File: src/inc/dxmr_defs.vh
/*
 * Constants for the extended configuration register load logic:
 * command decode, field positions, encodings and bus offsets.
 * Assumes inclusion by bare name from the core design files.
 */
`ifndef DXMR_DEFS_VH
`define DXMR_DEFS_VH

// ----------------------------------------------------------------
// Register select on the bank address pins
// ----------------------------------------------------------------
`define DXMR_BA_MODE 2'h0
`define DXMR_BA_FIRST_EXT 2'h1
`define DXMR_BA_REFRESH_CFG 2'h2
`define DXMR_BA_THIRD_EXT 2'h3

// ----------------------------------------------------------------
// Refresh configuration register fields
// ----------------------------------------------------------------
`define DXMR_HTR_BIT 7
`define DXMR_PSR_MSB 2
`define DXMR_PSR_LSB 0
`define DXMR_RCR_RESERVED_MASK 13'h1F78
`define DXMR_RCR_RESET 13'h0000

// Partial self-refresh codes
`define DXMR_PSR_FULL 3'h0
`define DXMR_PSR_HALF 3'h1
`define DXMR_PSR_QUARTER 3'h2
`define DXMR_PSR_UNDEF 3'h3
`define DXMR_PSR_THREEQ 3'h4

// ----------------------------------------------------------------
// First extended configuration register fields
// ----------------------------------------------------------------
`define DXMR_OUTOFF_BIT 12
`define DXMR_RSC_BIT 11
`define DXMR_DCAL_MSB 9
`define DXMR_DCAL_LSB 7
`define DXMR_PRD_MSB 5
`define DXMR_PRD_LSB 3
`define DXMR_DCAL_EXIT 3'h0
`define DXMR_DCAL_ADJUST 3'h4
`define DXMR_DCAL_DEFAULT 3'h7
`define DXMR_FECR_RESET 13'h0000

// ----------------------------------------------------------------
// Bus register offsets (byte addresses)
// ----------------------------------------------------------------
`define DXMR_OFF_CTRL 4'h0
`define DXMR_OFF_RCR 4'h4
`define DXMR_OFF_FECR 4'h8
`define DXMR_OFF_STAT 4'hC
`define DXMR_AXI_OKAY 2'h0
`define DXMR_AXI_SLVERR 2'h2

// Control register bits
`define DXMR_CTRL_WIDE_BIT 0
`define DXMR_CTRL_EXTTEMP_BIT 1
`define DXMR_CTRL_RESET 2'h0

`endif

File: src/core/dxmr_cmd_decode.v
/*
 * Command decoder for the device pins: recognises a configuration
 * register set command and flags a refresh configuration or first extended register select.
 * Assumes command pins already sampled on mclk.
 */
module dxmr_cmd_decode (
    cke_prev,
    cke,
    cs_n,
    ras_n,
    cas_n,
    we_n,
    ba,
    is_first_ext,
    is_refresh_cfg,
    is_any_mrs
);
`include "dxmr_defs.vh"
    input wire cke_prev;
    input wire cke;
    input wire cs_n;
    input wire ras_n;
    input wire cas_n;
    input wire we_n;
    input wire [1:0] ba;
    output wire is_first_ext;
    output wire is_refresh_cfg;
    output wire is_any_mrs;

    // ------------------------------------------------------------
    // Set command: all four strobes low, clock enable high twice
    // ------------------------------------------------------------
    assign is_any_mrs = cke_prev & cke & ~cs_n & ~ras_n & ~cas_n & ~we_n;
    assign is_refresh_cfg = is_any_mrs & (ba == `DXMR_BA_REFRESH_CFG);
    assign is_first_ext = is_any_mrs & (ba == `DXMR_BA_FIRST_EXT);
endmodule // dxmr_cmd_decode

File: src/core/dxmr_top.v
/*
 * Extended configuration register load logic of the memory device:
 * the refresh configuration register and the output-disable and
 * strobe-control part of the first extended register, with an
 * AXI4-Lite window for control and observation.
 * Assumes command pins synchronous to mclk; one clock domain.
 */
// Our own choices: the AXI4-Lite slave port and the placing of the registers.
// Behaviour
// The wide organisation has no read-strobe copy, so the controller writes zero there.
// A calibration adjust write keeps the posted read delay already programmed.
// After the calibration default, calibration is left by writing zero to its field.
// With the output-off bit set, data, strobe and read-strobe outputs are all disabled.
// The refresh configuration has no power-up value and must be programmed at init.
// The refresh configuration is loaded from A0-A12 on a set command with BA1 high, BA0 low.
// All banks precharged and clock enable already high before that write.
// The controller waits the mode-set cycle gap after the write.
// Rewrites in normal operation are accepted while all banks are precharged.
// Bit seven enables the high-temperature self-refresh rate.
// That faster rate exists only on extended-temperature grades.
// Bits two to zero choose full, half, quarter or three-quarter array refresh.
// Reserved bits of the refresh configuration are written as zero.
// Outside the chosen region data is lost once self-refresh is entered.
// The first extended register uses the same command with BA0 high, BA1 low.
// The controller never loads the undefined or reserved partial codes.
// Bank address bits are not stored, only the defined address fields; the code stores all of A0-A12 in both registers.
module dxmr_top (
    mclk,
    rst,
    cke,
    cs_n,
    ras_n,
    cas_n,
    we_n,
    ba,
    addr,
    banks_precharged,
    self_refresh,
    high_temp_refresh_rate,
    partial_self_refresh,
    bank_refresh_en,
    dq_out_en,
    dqs_out_en,
    read_strobe_copy_en,
    rcr_loaded,
    s_axi_awaddr,
    s_axi_awvalid,
    s_axi_awready,
    s_axi_wdata,
    s_axi_wstrb,
    s_axi_wvalid,
    s_axi_wready,
    s_axi_bresp,
    s_axi_bvalid,
    s_axi_bready,
    s_axi_araddr,
    s_axi_arvalid,
    s_axi_arready,
    s_axi_rdata,
    s_axi_rresp,
    s_axi_rvalid,
    s_axi_rready
);
`include "dxmr_defs.vh"
    input wire mclk;
    input wire rst;
    input wire cke;
    input wire cs_n;
    input wire ras_n;
    input wire cas_n;
    input wire we_n;
    input wire [1:0] ba;
    input wire [12:0] addr;
    input wire banks_precharged;
    input wire self_refresh;
    output reg high_temp_refresh_rate;
    output reg [2:0] partial_self_refresh;
    output reg [3:0] bank_refresh_en;
    output reg dq_out_en;
    output reg dqs_out_en;
    output reg read_strobe_copy_en;
    output reg rcr_loaded;
    input wire [3:0] s_axi_awaddr;
    input wire s_axi_awvalid;
    output reg s_axi_awready;
    input wire [31:0] s_axi_wdata;
    input wire [3:0] s_axi_wstrb;
    input wire s_axi_wvalid;
    output reg s_axi_wready;
    output reg [1:0] s_axi_bresp;
    output reg s_axi_bvalid;
    input wire s_axi_bready;
    input wire [3:0] s_axi_araddr;
    input wire s_axi_arvalid;
    output reg s_axi_arready;
    output reg [31:0] s_axi_rdata;
    output reg [1:0] s_axi_rresp;
    output reg s_axi_rvalid;
    input wire s_axi_rready;

    // ------------------------------------------------------------
    // Decode helper
    // ------------------------------------------------------------
    // Bank refresh enables for a partial code; unknown codes refresh
    // everything, which costs power but never loses data.
    function [3:0] psr_banks;
        input [2:0] code;
        begin
            case (code)
                `DXMR_PSR_FULL: psr_banks = 4'hF;
                `DXMR_PSR_HALF: psr_banks = 4'h3;
                `DXMR_PSR_QUARTER: psr_banks = 4'h1;
                `DXMR_PSR_THREEQ: psr_banks = 4'h7;
                default: psr_banks = 4'hF;
            endcase
        end
    endfunction

    reg cke_prev_r;
    reg [12:0] rcr_r;
    reg [12:0] fecr_r;
    reg [1:0] ctrl_r;
    // Load counter and bus-side holding state
    reg [7:0] mrs_count_r;
    reg aw_have_r;
    reg w_have_r;
    reg [3:0] aw_off_r;
    reg [31:0] w_data_r;
    reg [3:0] w_strb_r;
    wire is_first_ext;
    wire is_refresh_cfg;
    wire rcr_take;
    wire fecr_take;
    wire wr_fire;
    wire ext_temp;
    wire wide_org;
    wire out_off;
    wire [12:0] rcr_mask;
    wire [12:0] rcr_view;

    // Only the two selected loads matter here, so the any-set flag is left open
    dxmr_cmd_decode u_dec (
        .cke_prev(cke_prev_r),
        .cke(cke),
        .cs_n(cs_n),
        .ras_n(ras_n),
        .cas_n(cas_n),
        .we_n(we_n),
        .ba(ba),
        .is_first_ext(is_first_ext),
        .is_refresh_cfg(is_refresh_cfg),
        .is_any_mrs()
    );

    // ------------------------------------------------------------
    // Command capture
    // ------------------------------------------------------------
    // A load is taken only with all banks precharged, at power-up
    // sequence or in normal operation alike.
    assign rcr_take = is_refresh_cfg & banks_precharged;
    assign fecr_take = is_first_ext & banks_precharged;
    assign wide_org = ctrl_r[`DXMR_CTRL_WIDE_BIT];
    assign ext_temp = ctrl_r[`DXMR_CTRL_EXTTEMP_BIT];
    // Reserved bits and, on commercial grade, the rate bit are dropped
    assign rcr_mask = ~(`DXMR_RCR_RESERVED_MASK |
                        (ext_temp ? 13'h0000 : 13'h0080));
    assign rcr_view = rcr_r & rcr_mask;

    always @(posedge mclk or posedge rst) begin
        if (rst) begin
            cke_prev_r <= 1'b0;
            rcr_r <= `DXMR_RCR_RESET;
            fecr_r <= `DXMR_FECR_RESET;
            rcr_loaded <= 1'b0;
            mrs_count_r <= 8'h00;
        end else begin
            cke_prev_r <= cke;
            if (rcr_take) begin
                rcr_r <= addr;
                rcr_loaded <= 1'b1;
            end
            if (fecr_take) begin
                fecr_r <= addr;
            end
            if (rcr_take | fecr_take) begin
                mrs_count_r <= mrs_count_r + 8'h01;
            end
        end
    end

    // ------------------------------------------------------------
    // Refresh and output controls, all registered
    // ------------------------------------------------------------
    // The read-strobe copy is forced off on the wide organisation so
    // a stray bit cannot enable a pin that does not exist.
    assign out_off = fecr_r[`DXMR_OUTOFF_BIT];
    always @(posedge mclk or posedge rst) begin
        if (rst) begin
            high_temp_refresh_rate <= 1'b0;
            partial_self_refresh <= `DXMR_PSR_FULL;
            bank_refresh_en <= 4'hF;
            dq_out_en <= 1'b0;
            dqs_out_en <= 1'b0;
            read_strobe_copy_en <= 1'b0;
        end else begin
            high_temp_refresh_rate <= rcr_view[`DXMR_HTR_BIT];
            partial_self_refresh <= rcr_view[`DXMR_PSR_MSB:`DXMR_PSR_LSB];
            // Partial refresh applies only in self-refresh
            bank_refresh_en <= self_refresh ?
                psr_banks(rcr_view[`DXMR_PSR_MSB:`DXMR_PSR_LSB]) : 4'hF;
            dq_out_en <= ~out_off;
            dqs_out_en <= ~out_off;
            read_strobe_copy_en <= ~out_off & fecr_r[`DXMR_RSC_BIT] & ~wide_org;
        end
    end

    // ------------------------------------------------------------
    // AXI4-Lite write path
    // ------------------------------------------------------------
    assign wr_fire = aw_have_r & w_have_r & ~s_axi_bvalid;
    always @(posedge mclk or posedge rst) begin
        if (rst) begin
            s_axi_awready <= 1'b1;
            s_axi_wready <= 1'b1;
            aw_have_r <= 1'b0;
            w_have_r <= 1'b0;
            aw_off_r <= 4'h0;
            w_data_r <= 32'h00000000;
            w_strb_r <= 4'h0;
            s_axi_bvalid <= 1'b0;
            s_axi_bresp <= `DXMR_AXI_OKAY;
            ctrl_r <= `DXMR_CTRL_RESET;
        end else begin
            if (s_axi_awvalid & s_axi_awready) begin
                aw_off_r <= s_axi_awaddr;
                aw_have_r <= 1'b1;
                s_axi_awready <= 1'b0;
            end
            if (s_axi_wvalid & s_axi_wready) begin
                w_data_r <= s_axi_wdata;
                w_strb_r <= s_axi_wstrb;
                w_have_r <= 1'b1;
                s_axi_wready <= 1'b0;
            end
            if (wr_fire) begin
                aw_have_r <= 1'b0;
                w_have_r <= 1'b0;
                s_axi_bvalid <= 1'b1;
                // Only the control word is writable; pin-loaded registers
                // stay under the memory controller's command alone
                if (aw_off_r == `DXMR_OFF_CTRL) begin
                    s_axi_bresp <= `DXMR_AXI_OKAY;
                    if (w_strb_r[0]) begin
                        ctrl_r <= w_data_r[1:0];
                    end
                end else if (aw_off_r == `DXMR_OFF_RCR || aw_off_r == `DXMR_OFF_FECR ||
                             aw_off_r == `DXMR_OFF_STAT) begin
                    s_axi_bresp <= `DXMR_AXI_OKAY;
                end else begin
                    s_axi_bresp <= `DXMR_AXI_SLVERR;
                end
            end
            if (s_axi_bvalid & s_axi_bready) begin
                s_axi_bvalid <= 1'b0;
                s_axi_awready <= 1'b1;
                s_axi_wready <= 1'b1;
            end
        end
    end

    // ------------------------------------------------------------
    // AXI4-Lite read path
    // ------------------------------------------------------------
    always @(posedge mclk or posedge rst) begin
        if (rst) begin
            s_axi_arready <= 1'b1;
            s_axi_rvalid <= 1'b0;
            s_axi_rdata <= 32'h00000000;
            s_axi_rresp <= `DXMR_AXI_OKAY;
        end else begin
            if (s_axi_arvalid & s_axi_arready) begin
                s_axi_arready <= 1'b0;
                s_axi_rvalid <= 1'b1;
                s_axi_rresp <= `DXMR_AXI_OKAY;
                case (s_axi_araddr)
                    `DXMR_OFF_CTRL: s_axi_rdata <= {30'h00000000, ctrl_r};
                    `DXMR_OFF_RCR: s_axi_rdata <= {19'h00000, rcr_view};
                    `DXMR_OFF_FECR: s_axi_rdata <= {19'h00000, fecr_r};
                    `DXMR_OFF_STAT: s_axi_rdata <= {22'h000000, mrs_count_r,
                                                    self_refresh, rcr_loaded};
                    default: begin
                        s_axi_rdata <= 32'h00000000;
                        s_axi_rresp <= `DXMR_AXI_SLVERR;
                    end
                endcase
            end
            if (s_axi_rvalid & s_axi_rready) begin
                s_axi_rvalid <= 1'b0;
                s_axi_arready <= 1'b1;
            end
        end
    end
endmodule // dxmr_top

File: config.mk
export PLATFORM = sky130hd
export DESIGN_NAME = dxmr_top
export DESIGN_NICKNAME = d
export VERILOG_FILES = /design/src/core/dxmr_cmd_decode.v /design/src/core/dxmr_top.v
export VERILOG_INCLUDE_DIRS = /design/src /design/src/inc
export SDC_FILE = /design/constraint.sdc
export NUM_CORES = 1
export LEC_CHECK = 0
export ABC_AREA = 1
export BUFFER_PORTS_ARGS = -buffer_cell sky130_fd_sc_hd__buf_2
export CAP_MARGIN = 20
export CORE_AREA = 2 2 84 86
export DETAILED_ROUTE_END_ITERATION = 6
export DIE_AREA = 0 0 86 88
export GPL_ROUTABILITY_DRIVEN = 0
export PLACE_DENSITY = 0.78
export SYNTH_ARGS = -nofsm -noshare
export SYNTH_HDL_FRONTEND = slang
export SYNTH_SLANG_ARGS = --single-unit
File: constraint.sdc
create_clock -name mclk -period 2.9 [get_ports mclk]
set_clock_uncertainty 0.2 [all_clocks]
set_input_delay 0.29 -clock mclk [delete_from_list [all_inputs] [get_ports mclk]]
set_output_delay 0.29 -clock mclk [all_outputs]
set_load 0.02 [all_outputs]
==> run metrics <==
Max-Cap Viols=0; total global-route track usage=18.6%; detailed router's first-iteration violation count=167; Tcrit/Tclk final=66.8%; Post-Synthesis Cells=368; Fmax achieved=0.516 GHz; Synthesis Warnings=0; worst hold-check path type=in2reg; critical path, cell by cell=dlygate4sd3_1 -> buf_2 -> nand2_1 -> inv_1 -> o21ai_0 -> inv_1; Seq/Total Area, Yosys=54.2%; layout cell share with drive strength beyond 1=22.2%; GRT Residual Overflow=0; Avg Cell Area, Syn=8.45 um2; setup_tns=0 ns; Worst-Margin Slew=0.514 ns; Core Box Area=6640 um2; Core Util, Final=57.5%; final WL=6450 um; Worst-path clk slew=0.07 ns; CTS resizes=0; status=completed; post-synth design cell area=3110 um2; crit-path most repeated cell=inv_1; Multi-input gate area=1100 um2; fin. max-slew vios=0; P_leak=2.15 nW; VDD IR max=430 uV; Clock Root Buffer=clkbuf_8; crit path max-delay cell type=dlygate4sd3_1; Vias/cell=4.74; Nets=535; Synth Register Bits=67; Worst Path Max Fanout=17; minimum clock period=1.94 ns; n_diodes=0; CTS tree=done; pwr dens=667 nW/um2; kind of critical path=in2reg; Die Y-Extent=88 um; CP endpoint kind=register; Routed WL per cell=11.9 um; Row Count=30; CTS max path bufs=2; slowest stage delay, CP=0.54 ns; worst path required time=2.93 ns; Pre-Repair DR Iteration Count=4; CTS Buf Count=9; Worst-Skew Late Latency=0.34 ns; port bufs=70; distinct cell type count after synthesis=27; final setup violation count=0; Starting Density=46.8%; die area=7570 um2; Top Ports=126; DR vias=2576; hpwl dp=4650 um; CTS H-Tree Depth=3; antenna violations before repair=0; startpoint types=input port; unrepaired setup endpoints after global routing=no; sequential cell area=1680 um2; Fill cells=613; max_slew headroom=65.7%; post-route ant nets=0; # clock sinks=67; largest net degree at the start of global routing=28; DRC=0; Hold Violations, Final=0; number of global-route vias before repair=2485; first-pass GRT wire length=11000 um; CP arrival=1.96 ns; chip width=86 um; Syn-to-layout area delta=22.8%
[state kept, by name, summed over array words and instances, names as in the netlist, 2 cells and up]
signal	count
aw_off_r	4
bank_refresh_en	3
ctrl_r	2
fecr_r	13
mrs_count_r	8
partial_self_refresh	3
rcr_r	4
s_axi_rdata	13
w_data_r	2
[kinds of logic after synthesis]
kind of cell    Yosys count  share of synthesized area, %
buf+inv                  76                          12.8
xor+xnor                  3                         0.845
flops                    67                          54.2
simple gates            171                          23.2
compound gates           48                          8.29
fa+ha+maj                 1                         0.402
other cells               2                         0.242
[worst max-delay path, delay by kind of cell]
kind,cells,cell delay (ns)
buffers and inverters,4,1.05
and+or+nand+nor,1,0.39
AOI/OAI and AO/OA,1,0.23
[through the flow]
step / area, um2 / setup WS, ns / hold slack [ns] / total power, W / instances
after floorplan: 3180 / 0.737 / 0.121 / 0.00159 / 388
after global placement: 3430 / 1.13 / 0.111 / 0.00172 / 511
after detailed placement: 3430 / 1.07 / 0.116 / 0.00174 / 511
after CTS: 3820 / 0.968 / 0.000543 / 0.00256 / 544
after global routing: 3820 / 0.807 / 0.0194 / 0.00270 / 544
final: 3820 / 0.964 / 0.00463 / 0.00255 / 544
[what timing repair did]
| action | CTS | global route |
|---|---|---|
| buffers inserted | 0 | 0 |
| hold buffers | 19 | 0 |
| hold endpoints to repair | 32 | 0 |
[cells in the final DEF, fill, tap and decap left out, drive strengths merged, types with 3 or more instances in the layout]
cell	count
nand2	121
buf	72
dfrtp	61
inv	47
o21ai	36
nand3	27
conb	22
dlygate4sd3	19
nor2	19
clkbuf	12
a21oi	11
dfstp	6
xor2	3
[metal layers]
metal / track usage [%] / vias up / share of wire, % / wire [um]
li1: - / 1284 / - / -
met1: 23.7 / 1205 / 45 / 2900
met2: 30.9 / 81 / 48 / 3090
met3: 4.43 / 6 / 5.6 / 360
met4: 6.93 / 0 / 1.5 / 97
met5: 0 / - / 0 / 0
[worst paths after layout]
path	start	to	slack (ns)	cells past startpoint
setup reg to reg	s_axi_arready	s_axi_rdata[11]	1.06	4
min in group asynchronous	rst	w_strb_r[0]	0.28	3
setup / recovery	s_axi_arvalid	s_axi_rvalid	0.96	6
max in group asynchronous	rst	mrs_count_r[2]	1.52	4
hold reg to reg	fecr_r[12]	dqs_out_en	0.26	1
hold / removal	addr[3]	fecr_r[3]	0.005	3
[power breakdown]
group          internal [W]  total (W)  switching [W]
Combinational      0.000184   0.000539       0.000355
Sequential          0.00111    0.00122       0.000102
Clock              0.000457   0.000791       0.000334
Total               0.00175    0.00255       0.000790
[synth_stat cells (all sizes together)]
cell    instances  area, um2
clkbuf          2       17.5
o31ai           1       7.51
dfrtp          61       1530
ha              1       12.5
inv            47        176
nor3            2       21.3
a21oi          11       58.8
xor2            3       26.3
conb            2       7.51
buf            27        205
o21ai          36        191
dfstp           6        158
nor2           19       88.8
nand4           2       12.5
nand2         121        464
nand3          27        135
[cell type report]
class | count | share of cell area, %
sequential | 67 | 44.1
multi-input combinational | 245 | 28.8
clock inverter | 2 | 0.918
inverter | 47 | 4.62
clock buffer | 12 | 4.33
timing repair buffer | 91 | 14.6
tap | 80 | 2.62
Note: power is estimated with default switching activity, not from simulation.
